<file path="src/logic/router_pkg.sv">
// Purpose: shared types and constants for the router command interpreter
// Assumes: two levels, four physical destinations and sources per level
// Notes: reply text fields are ascii, right aligned, zero filled
package router_pkg;
	// ****************************************
	// sizes and encodings
	// ****************************************
	localparam int NUM_LVL = 2;
	localparam int NUM_DST = 4;
	localparam int NUM_PSET = 10;
	localparam int SRC_W = 4;
	localparam int GRP_W = 3;
	localparam int TXT_W = 80;
	localparam int LBL_W = 64;
	localparam logic [GRP_W-1:0] PHYS_IO = 3'h4;
	localparam logic [GRP_W-1:0] MAX_GRP = 3'h4;
	localparam logic [31:0] MAX_FLAGS = 32'h7;
	localparam logic [31:0] MAX_PSET = 32'h9;
	localparam logic [3:0] PSET_COUNT = 4'ha;
	localparam logic [3:0] PSET_BOOT = 4'h0;
	localparam logic [SRC_W-1:0] SRC_MUTE = 4'h0;
	localparam logic [SRC_W-1:0] SRC_KEEP = 4'hf;
	localparam int FLAG_LABEL_BIT = 0;
	localparam int FLAG_STATE_BIT = 1;
	localparam int FLAG_PSET_BIT = 2;
	localparam int CAP_MUTE_BIT = 0;
	localparam int CAP_LOCK_BIT = 1;
	localparam int CAP_RECLK_BIT = 2;
	localparam logic [1:0] LBL_DEST = 2'h0;
	localparam logic [1:0] LBL_SRC = 2'h1;
	localparam logic [1:0] LBL_PSET = 2'h2;

	// ****************************************
	// types
	// ****************************************
	typedef enum logic [2:0] {LT_VIDEO, LT_AUDIO, LT_HD, LT_VGA, LT_3G, LT_ANALOG, LT_AES} level_type_t;
	typedef enum logic [1:0] {MS_OK, MS_UPDATING, MS_DISCONNECT, MS_ERROR} mtx_status_t;
	typedef enum logic [2:0] {OP_MATRIX_CONFIG_QUERY, OP_IO_GROUP_CMD, OP_NET_MASK, OP_PRESET_RECALL,
		OP_OTHER} opcode_t;
	typedef enum logic [3:0] {SEC_STATUS = 4'h0, SEC_TYPE = 4'h1, SEC_CAPS = 4'h2, SEC_DIMS = 4'h3,
		SEC_DLBL = 4'h4, SEC_SLBL = 4'h5, SEC_STATE = 4'h6, SEC_PSET = 4'h7, SEC_PLBL = 4'h8,
		SEC_GROUP = 4'h9, SEC_MASK = 4'ha, SEC_PROMPT = 4'hb, SEC_ERR = 4'hc} sec_t;
	typedef logic [NUM_DST-1:0][SRC_W-1:0] row_t;
	typedef row_t [NUM_LVL-1:0] matrix_t;
	typedef struct packed {opcode_t op; logic [1:0] argc; logic [31:0] arg0; logic [31:0] arg1;} cmd_t;
	typedef struct packed {sec_t kind; logic lvl; logic [3:0] idx; logic [TXT_W-1:0] value;} rep_item_t;
	typedef struct packed {logic we; logic [3:0] num; logic lvl; logic [1:0] dest; logic [SRC_W-1:0] src;} pset_wr_t;
	typedef struct packed {logic we; logic [1:0] kind; logic lvl; logic [3:0] idx; logic [LBL_W-1:0] text;} lbl_wr_t;
	typedef struct packed {logic [NUM_LVL-1:0][GRP_W-1:0] grp; logic [31:0] mask;} nv_t;

	localparam level_type_t LVL_TYPE [NUM_LVL] = '{LT_VIDEO, LT_AUDIO};
	localparam logic [2:0] LVL_CAPS [NUM_LVL] = '{3'h3, 3'h0};

	// ****************************************
	// keyword text
	// ****************************************
	function automatic logic [TXT_W-1:0] type_kw(level_type_t t);
		case (t)
			LT_VIDEO: return TXT_W'("VIDEO");
			LT_AUDIO: return TXT_W'("AUDIO");
			LT_HD: return TXT_W'("HD");
			LT_VGA: return TXT_W'("VGA");
			LT_3G: return TXT_W'("3G");
			LT_ANALOG: return TXT_W'("ANALOG");
			default: return TXT_W'("AES");
		endcase
	endfunction : type_kw

	function automatic logic [TXT_W-1:0] status_kw(mtx_status_t s);
		case (s)
			MS_OK: return TXT_W'("OK");
			MS_UPDATING: return TXT_W'("UPDATING");
			MS_DISCONNECT: return TXT_W'("DISCONNECT");
			default: return TXT_W'("ERROR");
		endcase
	endfunction : status_kw

	function automatic logic [TXT_W-1:0] cap_kw(logic [1:0] b);
		case (b)
			2'h0: return TXT_W'("mute");
			2'h1: return TXT_W'("lock");
			default: return TXT_W'("reclk");
		endcase
	endfunction : cap_kw
endpackage : router_pkg

</file>
<file path="src/logic/group_apply.sv">
// Purpose: map one level's logical preset row onto physical outputs
// Assumes: grp is already forced to at least one
// Notes: purely combinational
`timescale 1ns/1ps
module group_apply
	import router_pkg::*;
(
	input wire logic [GRP_W-1:0] grp,
	input wire row_t preset_row,
	input wire row_t cur_row,
	output row_t nxt_row
);
	logic [GRP_W-1:0] dims;

	assign dims = PHYS_IO / grp;

	// ****************************************
	// per physical output
	// ****************************************
	for (genvar p = 0; p < NUM_DST; p++) begin : g_out
		localparam logic [GRP_W-1:0] PIDX = GRP_W'(p);
		logic [GRP_W-1:0] d;
		logic [GRP_W-1:0] k;
		logic [SRC_W-1:0] v;
		assign d = PIDX / grp;
		assign k = PIDX % grp;
		assign v = preset_row[d[1:0]];
		// unassigned entries leave the output alone; groups move together
		assign nxt_row[p] = (d >= dims || v == SRC_KEEP || v > {1'b0, dims}) ? cur_row[p] :
			(v == SRC_MUTE) ? SRC_MUTE : (v - 4'h1) * {1'b0, grp} + {1'b0, k} + 4'h1;
	end
endmodule : group_apply

</file>
<file path="src/logic/router_matrix_cmd_interp.sv">
// Purpose: command interpreter for matrix config, grouping, netmask and preset recall
// Assumes: commands arrive already split into opcode and arguments
// Notes: replies leave as a stream of items, one line of text each
`timescale 1ns/1ps
// How it works
// - config flags 1 labels, 2 state, 4 presets
// - bare config query gives per-level count triples
// - capability sum weights mute 1, lock 2, reclk 4
// - argument 0 to 7 gives descriptive reply
// - descriptive reply carries one status keyword
// - every label holds eight characters at most
// - each level reports its type keyword
// - descriptive capabilities sent as keywords
// - sources one-based, zero mute, minus one keep
// - config query supplies dims, labels, state, presets
// - grouping divides apparent dimensions by count
// - grouped outputs switch together on routing change
// - each level keeps its own group count
// - group command queries or sets levels one, two
// - grouping and netmask restored after power up
// - netmask command queries or replaces mask
// - ten presets, recall applies chosen one
// - recall touches only assigned destinations
// - preset zero recalled after every power up
module router_matrix_cmd_interp
	import router_pkg::*;
(
	input wire logic ref_clk,
	input wire logic resetn,
	input wire logic cmd_valid,
	input wire router_pkg::cmd_t cmd_i,
	output logic cmd_ready,
	output router_pkg::rep_item_t rep_item,
	output logic rep_valid,
	input wire logic rep_ready,
	input wire router_pkg::mtx_status_t mtx_status,
	input wire router_pkg::pset_wr_t pset_wr,
	input wire router_pkg::lbl_wr_t lbl_wr,
	input wire router_pkg::nv_t nv_in,
	output router_pkg::nv_t nv_out,
	output logic nv_save,
	output router_pkg::matrix_t route
);
	import router_pkg::*;

	typedef enum logic [3:0] {ST_BOOT = 4'b0001, ST_RECALL = 4'b0010, ST_IDLE = 4'b0100,
		ST_EMIT = 4'b1000} state_t;
	typedef enum logic [1:0] {MD_SIMPLE, MD_FULL, MD_GROUP, MD_MASK} mode_t;

	state_t state_q;
	mode_t mode_q;
	sec_t sec_q;
	sec_t nxt_sec;
	sec_t first_sec;
	sec_t last_sec;
	logic lvl_q;
	logic [3:0] idx_q;
	logic [3:0] sec_len;
	logic [2:0] flags_q;
	logic [3:0] psel_q;
	logic booted_q;
	logic cmd_ready_q;
	logic rep_valid_q;
	rep_item_t rep_item_q;
	rep_item_t item;
	logic emit;
	logic last_idx;
	logic slot;
	logic accept;
	logic grp_ok;
	nv_t nv_q;
	logic nv_save_q;
	matrix_t route_q;
	matrix_t recall_row;
	row_t pset_q [NUM_PSET][NUM_LVL];
	logic [LBL_W-1:0] dlbl_q [NUM_LVL][NUM_DST];
	logic [LBL_W-1:0] slbl_q [NUM_LVL][NUM_DST];
	logic [LBL_W-1:0] plbl_q [NUM_PSET];
	logic [GRP_W-1:0] g_eff [NUM_LVL];
	logic [GRP_W-1:0] dims [NUM_LVL];

	assign cmd_ready = cmd_ready_q;
	assign rep_valid = rep_valid_q;
	assign rep_item = rep_item_q;
	assign nv_out = nv_q;
	assign nv_save = nv_save_q;
	assign route = route_q;
	assign slot = !rep_valid_q || rep_ready;
	assign accept = state_q == ST_IDLE && cmd_valid && cmd_ready_q;
	assign grp_ok = cmd_i.arg0 <= 32'(MAX_GRP) && (cmd_i.argc < 2'h2 || cmd_i.arg1 <= 32'(MAX_GRP));

	// ****************************************
	// grouping per level
	// ****************************************
	for (genvar l = 0; l < NUM_LVL; l++) begin : g_lvl
		// zero and one both mean ungrouped
		assign g_eff[l] = (nv_q.grp[l] <= 3'h1) ? 3'h1 : nv_q.grp[l];
		assign dims[l] = PHYS_IO / g_eff[l];
		group_apply u_apply (
			.grp(g_eff[l]),
			.preset_row(pset_q[psel_q][l]),
			.cur_row(route_q[l]),
			.nxt_row(recall_row[l])
		);
	end

	// ****************************************
	// reply sequencing
	// ****************************************
	always_comb begin
		sec_len = 4'h1;
		case (sec_q)
			SEC_CAPS: sec_len = 4'h3;
			SEC_DLBL, SEC_SLBL: sec_len = flags_q[FLAG_LABEL_BIT] ? {1'b0, dims[lvl_q]} : 4'h0;
			SEC_STATE: sec_len = flags_q[FLAG_STATE_BIT] ? 4'h1 : 4'h0;
			SEC_PSET: sec_len = flags_q[FLAG_PSET_BIT] ? PSET_COUNT : 4'h0;
			SEC_PLBL: sec_len = flags_q[FLAG_LABEL_BIT] ? PSET_COUNT : 4'h0;
			default: sec_len = 4'h1;
		endcase
		emit = sec_len != 4'h0 && (sec_q != SEC_CAPS || LVL_CAPS[lvl_q][idx_q[1:0]]);
		last_idx = sec_len == 4'h0 || idx_q == sec_len - 4'h1;
		first_sec = (mode_q == MD_SIMPLE) ? SEC_DIMS : (mode_q == MD_GROUP) ? SEC_GROUP : SEC_TYPE;
		last_sec = (mode_q == MD_SIMPLE) ? SEC_DIMS : (mode_q == MD_GROUP) ? SEC_GROUP : SEC_PSET;
		case (sec_q)
			SEC_MASK, SEC_ERR, SEC_PLBL, SEC_PROMPT: nxt_sec = SEC_PROMPT;
			default: begin
				if (sec_q == last_sec) begin
					nxt_sec = !lvl_q ? first_sec : (mode_q == MD_FULL) ? SEC_PLBL : SEC_PROMPT;
				end else begin
					nxt_sec = sec_t'(sec_q + 4'h1);
				end
			end
		endcase
	end

	// ****************************************
	// reply item contents
	// ****************************************
	always_comb begin
		row_t lrow;
		logic [SRC_W-1:0] s;
		lrow = '0;
		s = '0;
		for (int d = 0; d < NUM_DST; d++) begin
			if (3'(d) < dims[lvl_q]) begin
				s = route_q[lvl_q][2'(3'(d) * g_eff[lvl_q])];
				lrow[d] = (s == SRC_MUTE) ? SRC_MUTE : (s - 4'h1) / {1'b0, g_eff[lvl_q]} + 4'h1;
			end
		end
		item.kind = sec_q;
		item.lvl = lvl_q;
		item.idx = idx_q;
		item.value = '0;
		case (sec_q)
			SEC_STATUS: item.value = status_kw(mtx_status);
			SEC_TYPE: item.value = type_kw(LVL_TYPE[lvl_q]);
			SEC_CAPS: item.value = cap_kw(idx_q[1:0]);
			SEC_DIMS: begin
				item.value[23:16] = {5'h0, dims[lvl_q]};
				item.value[15:8] = {5'h0, dims[lvl_q]};
				if (mode_q == MD_SIMPLE) begin
					item.value[2:0] = LVL_CAPS[lvl_q];
				end
			end
			SEC_DLBL: item.value[LBL_W-1:0] = dlbl_q[lvl_q][2'(idx_q[2:0] * g_eff[lvl_q])];
			SEC_SLBL: item.value[LBL_W-1:0] = slbl_q[lvl_q][2'(idx_q[2:0] * g_eff[lvl_q])];
			SEC_STATE: item.value[15:0] = lrow;
			SEC_PSET: item.value[15:0] = pset_q[idx_q][lvl_q];
			SEC_PLBL: item.value[LBL_W-1:0] = plbl_q[idx_q];
			SEC_GROUP: item.value[GRP_W-1:0] = nv_q.grp[lvl_q];
			SEC_MASK: item.value[31:0] = nv_q.mask;
			SEC_ERR: item.value = TXT_W'("ERROR");
			default: item.value = TXT_W'(">");
		endcase
	end

	// ****************************************
	// control state machine
	// ****************************************
	always_ff @(posedge ref_clk or negedge resetn) begin
		if (!resetn) begin
			state_q <= ST_BOOT;
			mode_q <= MD_SIMPLE;
			sec_q <= SEC_PROMPT;
			lvl_q <= 1'b0;
			idx_q <= 4'h0;
			flags_q <= 3'h0;
			psel_q <= PSET_BOOT;
			booted_q <= 1'b0;
			cmd_ready_q <= 1'b0;
		end else begin
			unique case (state_q)
				ST_BOOT: begin
					psel_q <= PSET_BOOT;
					state_q <= ST_RECALL;
				end
				ST_RECALL: begin
					booted_q <= 1'b1;
					state_q <= booted_q ? ST_EMIT : ST_IDLE;
					cmd_ready_q <= !booted_q;
				end
				ST_IDLE: begin
					if (accept) begin
						cmd_ready_q <= 1'b0;
						lvl_q <= 1'b0;
						idx_q <= 4'h0;
						state_q <= ST_EMIT;
						sec_q <= SEC_ERR;
						case (cmd_i.op)
							OP_MATRIX_CONFIG_QUERY: begin
								if (cmd_i.argc == 2'h0) begin
									mode_q <= MD_SIMPLE;
									sec_q <= SEC_DIMS;
								end else if (cmd_i.arg0 <= MAX_FLAGS) begin
									mode_q <= MD_FULL;
									flags_q <= cmd_i.arg0[2:0];
									sec_q <= SEC_STATUS;
								end
							end
							OP_IO_GROUP_CMD: begin
								if (cmd_i.argc == 2'h0) begin
									mode_q <= MD_GROUP;
									sec_q <= SEC_GROUP;
								end else if (grp_ok) begin
									sec_q <= SEC_PROMPT;
								end
							end
							OP_NET_MASK: begin
								mode_q <= MD_MASK;
								sec_q <= (cmd_i.argc == 2'h0) ? SEC_MASK : SEC_PROMPT;
							end
							OP_PRESET_RECALL: begin
								if (cmd_i.argc != 2'h0 && cmd_i.arg0 <= MAX_PSET) begin
									psel_q <= cmd_i.arg0[3:0];
									sec_q <= SEC_PROMPT;
									state_q <= ST_RECALL;
								end
							end
							default: sec_q <= SEC_ERR;
						endcase
					end
				end
				ST_EMIT: begin
					if (slot) begin
						if (sec_q == SEC_PROMPT) begin
							state_q <= ST_IDLE;
							cmd_ready_q <= 1'b1;
						end else if (last_idx) begin
							sec_q <= nxt_sec;
							lvl_q <= lvl_q | (sec_q == last_sec);
							idx_q <= 4'h0;
						end else begin
							idx_q <= idx_q + 4'h1;
						end
					end
				end
			endcase
		end
	end

	// ****************************************
	// reply output register
	// ****************************************
	always_ff @(posedge ref_clk or negedge resetn) begin
		if (!resetn) begin
			rep_valid_q <= 1'b0;
			rep_item_q <= '0;
		end else if (slot) begin
			rep_valid_q <= state_q == ST_EMIT && emit;
			rep_item_q <= item;
		end
	end

	// ****************************************
	// stored settings
	// ****************************************
	always_ff @(posedge ref_clk or negedge resetn) begin
		if (!resetn) begin
			nv_q <= '0;
			nv_save_q <= 1'b0;
		end else begin
			nv_save_q <= 1'b0;
			if (state_q == ST_BOOT) begin
				nv_q <= nv_in;
			end else if (accept && cmd_i.op == OP_IO_GROUP_CMD && cmd_i.argc != 2'h0 && grp_ok) begin
				nv_q.grp[0] <= cmd_i.arg0[GRP_W-1:0];
				if (cmd_i.argc >= 2'h2) begin
					nv_q.grp[1] <= cmd_i.arg1[GRP_W-1:0];
				end
				nv_save_q <= 1'b1;
			end else if (accept && cmd_i.op == OP_NET_MASK && cmd_i.argc != 2'h0) begin
				nv_q.mask <= cmd_i.arg0;
				nv_save_q <= 1'b1;
			end
		end
	end

	// ****************************************
	// matrix routing
	// ****************************************
	always_ff @(posedge ref_clk or negedge resetn) begin
		if (!resetn) begin
			for (int l = 0; l < NUM_LVL; l++) begin
				for (int d = 0; d < NUM_DST; d++) begin
					route_q[l][d] <= SRC_W'(d + 1);
				end
			end
		end else if (state_q == ST_RECALL) begin
			route_q <= recall_row;
		end
	end

	// ****************************************
	// preset and label stores
	// ****************************************
	always_ff @(posedge ref_clk or negedge resetn) begin
		if (!resetn) begin
			for (int p = 0; p < NUM_PSET; p++) begin
				plbl_q[p] <= '0;
				for (int l = 0; l < NUM_LVL; l++) begin
					pset_q[p][l] <= {NUM_DST{SRC_KEEP}};
				end
			end
			for (int l = 0; l < NUM_LVL; l++) begin
				for (int d = 0; d < NUM_DST; d++) begin
					dlbl_q[l][d] <= '0;
					slbl_q[l][d] <= '0;
				end
			end
		end else begin
			if (pset_wr.we && pset_wr.num < PSET_COUNT) begin
				pset_q[pset_wr.num][pset_wr.lvl][pset_wr.dest] <= pset_wr.src;
			end
			if (lbl_wr.we) begin
				if (lbl_wr.kind == LBL_DEST) begin
					dlbl_q[lbl_wr.lvl][lbl_wr.idx[1:0]] <= lbl_wr.text;
				end else if (lbl_wr.kind == LBL_SRC) begin
					slbl_q[lbl_wr.lvl][lbl_wr.idx[1:0]] <= lbl_wr.text;
				end else if (lbl_wr.kind == LBL_PSET && lbl_wr.idx < PSET_COUNT) begin
					plbl_q[lbl_wr.idx] <= lbl_wr.text;
				end
			end
		end
	end
endmodule : router_matrix_cmd_interp

</file>
<file path="config.mk">
export PLATFORM = sky130hd
export DESIGN_NAME = router_matrix_cmd_interp
export DESIGN_NICKNAME = d
export VERILOG_FILES = /design/src/logic/router_pkg.sv /design/src/logic/group_apply.sv /design/src/logic/router_matrix_cmd_interp.sv
export SDC_FILE = /design/constraint.sdc
export NUM_CORES = 2
export LEC_CHECK = 0
export ABC_AREA = 1
export BUFFER_PORTS_ARGS = -buffer_cell sky130_fd_sc_hd__buf_2
export CAP_MARGIN = 20
export CORE_ASPECT_RATIO = 1.2
export CORE_MARGIN = 1.5
export CORE_UTILIZATION = 35
export DETAILED_ROUTE_END_ITERATION = 8
export PLACE_DENSITY = 0.61
export REMOVE_ABC_BUFFERS = 1
export SYNTH_ARGS = -nofsm -noshare
export SYNTH_HDL_FRONTEND = slang
export SYNTH_SLANG_ARGS = --single-unit
</file>
<file path="constraint.sdc">
create_clock -name ref_clk -period 8.5 [get_ports ref_clk]
set_clock_uncertainty 0.05 [all_clocks]
set_input_delay 1.7 -clock ref_clk [delete_from_list [all_inputs] [get_ports ref_clk]]
set_output_delay 1.7 -clock ref_clk [all_outputs]
set_load 0.01 [all_outputs]
</file>
==> metrics.md <==
| Metric | Value |
|---|---|
| Hold Crit Depth | 2 |
| RR Endpoint | lvl_q |
| Peak VDD IR | 263 uV |
| Mapped Area | 0.108 mm2 |
| Grt ovf | 0 |
| Drt total wl | 387 mm |
| Top FF cell, synth | dfrtp_1 |
| Clk root buf | clkbuf_16 |
| Area Growth Syn to Fin | 11.8% |
| Worst-skew pair later-pin latency | 0.93 ns |
| Run status | completed |
| Final hold slack | 0.423 ns |
| Total net switching power | 16.7 mW |
| Post-synthesis register bit count | 2154 |
| Routed via count | 95000 |
| CP Launch Type | flop |
| Post-CTS sizing | 0 |
| Htree depth | 4 |
| Layout cells sized above 1 | 0.110 |
| Fin. Hold Viols | 0 |
| Critical path required time | 9.26 ns |
| Reg-to-reg startpoint | nv_out[37] |
| RePlAce Congestion | 0.955 |
| Crit-path max FO | 18 |
| Sequential share of power | 0.324 |
| Initial DRC Count | 9858 |
| Final Critical Period | 6.81 ns |
| Nets | 13700 |
| Crit end category | flop |
| Setup_tns | 0 ns |
| Ys async rst share | 1.00 |
| R2R setup slack | 1.69 ns |
| R2r worst-path depth | 31 |
| Pre-CTS setup slack | 1.87 ns |
| Worst path most repeated cell | nand2_1 |
| First-pass GRT wire length | 585 mm |
| Core area | 0.306 mm2 |
| Syn Inst Count | 13600 |
| FP Rows | 222 |
| Number of global-route vias before repair | 89700 |
| Fmax | 0.147 GHz |
| Critical Path Max Stage Delay | 0.70 ns |
| Final Cycle Share | 0.801 |
| LEAKAGE | 54.6 nW |
| Design area | 0.120 mm2 |
| Critical path's slowest cell | o21ai_0 |
| Non-Filler Instances | 17600 |
| Count of different cell masters after synthesis | 61 |
| Crit Path Category | flop to flop |
| Tot GR Track Use | 0.245 |
| Die Width | 509 um |
| Pin count of the biggest net entering global routing | 188 |
| Num Clock Sinks | 2154 |
| CP delay by family, top | simple AND/OR/NAND/NOR gates |
| DRC viols | 0 |
| Seq/Total Area, Yosys | 0.504 |
| Die area | 0.311 mm2 |
| Slew Limit Headroom | 0.180 |
| Area after detailed placement | 0.112 mm2 |
| Cell Pwr Density | 337 mW/mm2 |
| Worst Tran Pin Value | 1.23 ns |
| Worst setup margin | 1.69 ns |
| Final Setup Violations | 0 |
| CTS tree | built |
| Synthesized area per cell | 7.91 um2 |
| CTS Buf Count | 240 |
| Buffers on Ports | 347 |
| Post-detail-place hpwl | 237 mm |
| Syn. warnings | 0 |
| Net Sw Frac | 0.410 |
| Router iterations before antenna repair | 9 |
| Setup Buffers After CTS | 0 |
| Clock share of power | 0.267 |
| CTS Buffer Depth | 4 |
| Ports | 359 |
| Logic depth of the worst path, buffers included | 31 |
| Post-route ant nets | 0 |
| Hold-critical path endpoint | rep_item[27] |
| Max-Cap Viols | 0 |
| Arr. time, crit path | 7.57 ns |
| Min-delay worst type | flop to flop |
| HP Start | rep_item[27] |
| Max Transition Viols Final | 0 |
| Die height | 611 um |
| Effective utilization at floorplan | 0.353 |
| Initial antenna violation count | 42 |
| Comb pwr share | 0.409 |
| Cell internal pwr | 23.9 mW |
| EDFF count, synth | 0 |
| Reg clk slew, reported paths | 0.06 ns |
| RSZ-0062 raised after global routing | no |
| DR vias/cell | 5.41 |
| Hold bufs inserted after CTS | 0 |
| Drt wl/cell | 22.0 um |
| CP Buf/Inv Count | 5 |
| Placed cells | 17100 |
## state kept, by name (all words and copies together), names as in the netlist
register / count
dlbl_q: 512
slbl_q: 512
rep_valid: 1
state_q: 4
nv_out: 38
plbl_q: 640
lvl_q: 1
flags_q: 3
sec_q: 4
cmd_ready: 1
psel_q: 4
idx_q: 4
booted_q: 1
mode_q: 2
pset_q: 320
route: 32
rep_item: 74
nv_save: 1
## synthesized netlist by cell type, types with 6 or more instances
library cell,number,share of area
o221ai_1,27,0.0022
xnor2_1,22,0.0018
buf_4,31,0.0022
o31ai_1,32,0.0022
ha_1,157,0.018
nor4_1,14,0.00081
o22ai_1,142,0.0082
a31oi_1,10,0.00058
nor2_2,8,0.00046
o211ai_1,305,0.021
a21oi_1,285,0.013
o21ai_0,2953,0.14
nand3_1,462,0.021
clkbuf_1,853,0.030
a32oi_1,6,0.00049
nand2_2,6,0.00035
nor3_1,81,0.0038
nor2_1,1030,0.036
or2_2,145,0.0084
nand2_1,3655,0.13
a221oi_1,8,0.00065
o21ai_1,15,0.00070
nand3b_1,11,0.00077
o311ai_0,47,0.0038
a211oi_1,37,0.0026
dfrtp_1,1820,0.42
o311ai_1,8,0.00065
buf_1,38,0.0013
inv_2,16,0.00056
nand4_1,37,0.0021
buf_2,131,0.0061
inv_1,746,0.026
a22o_1,9,0.00073
o2111ai_1,19,0.0015
dfstp_2,334,0.081
fa_1,32,0.0059
xor2_1,22,0.0018
## layer usage
layer | up-vias | routed length [um] | global-route usage
li1 | 44400 | - | -
met1 | 46400 | 162000 | 0.323
met2 | 3362 | 177000 | 0.392
met3 | 756 | 28200 | 0.0398
met4 | 20 | 20000 | 0.117
met5 | - | 125 | 0
## tightest hold or removal path, stage by stage (launching register included)
cell	delay (ns)
dfrtp_1	0.33
nand2_1	0.05
nand2_1	0.06
## stage by stage
stage,total power [mW],util
finish,40.6,0.394
global route,43.4,0.394
CTS,40.7,0.394
detailed placement,29.8,0.367
global placement,29.6,0.367
floorplan,24.2,-
## how the worst max path moves through the flow
stage	start	to	slack, ns
final	nv_out[37]	lvl_q	1.69
after global routing	nv_out[37]	sec_q[0]	1.23
after CTS	nv_out[37]	sec_q[1]	1.87
after detailed placement	nv_out[37]	sec_q[1]	1.87
after global placement	lvl_q	rep_item[14]	1.93
after floorplan	lvl_q	rep_item[51]	-17.67
## kinds of logic (layout without fill, tap and decap cells)
family | Yosys count | in the layout | share of synthesized area
muxes | 1 | 1 | 0.0000929
buffers and inverters | 1824 | 1712 | 0.0664
and+or+nand+nor | 5460 | 5460 | 0.202
xor gates and xnor gates | 45 | 45 | 0.00373
AOI/OAI and AO/OA | 3938 | 3938 | 0.199
DFF | 2154 | 2154 | 0.504
other | 1 | 37 | 0.0000348
adders and majority gates | 189 | 189 | 0.0242
## power by group through the flow
stage	clock network (mW)	logic (mW)	registers (mW)
3_5_place_dp	0	16.4	13.3
6_report	10.8	16.6	13.2
2_1_floorplan	0	11.0	13.2
5_1_grt	11.4	18.7	13.3
4_1_cts	11.0	16.5	13.2
3_3_place_gp	0	16.3	13.3
## layout by cell type (no fill, tap or decap), drive strengths merged, types with 37 or more instances in the layout
| master | n |
|---|---|
| a211oi | 37 |
| a21oi | 285 |
| buf | 511 |
| clkbuf | 340 |
| clkinv | 64 |
| dfrtp | 1820 |
| dfstp | 334 |
| ha | 157 |
| inv | 768 |
| nand2 | 3663 |
| nand3 | 462 |
| nand4 | 37 |
| nor2 | 1038 |
| nor3 | 82 |
| o211ai | 305 |
| o21ai | 2971 |
| o22ai | 142 |
| o311ai | 55 |
| or2 | 146 |
## cell type report
type / count / area (um2)
diodes: 15 / 37.5
clock buffers: 340 / 7040
inverters: 767 / 2910
clock inverters: 94 / 1080
multi-input cells: 9655 / 46700
flip-flops and latches: 2154 / 54300
repair buffers: 511 / 3270
fillers: 31500 / 185000
well taps: 4032 / 5040
Power figures use the tool's default switching activity.
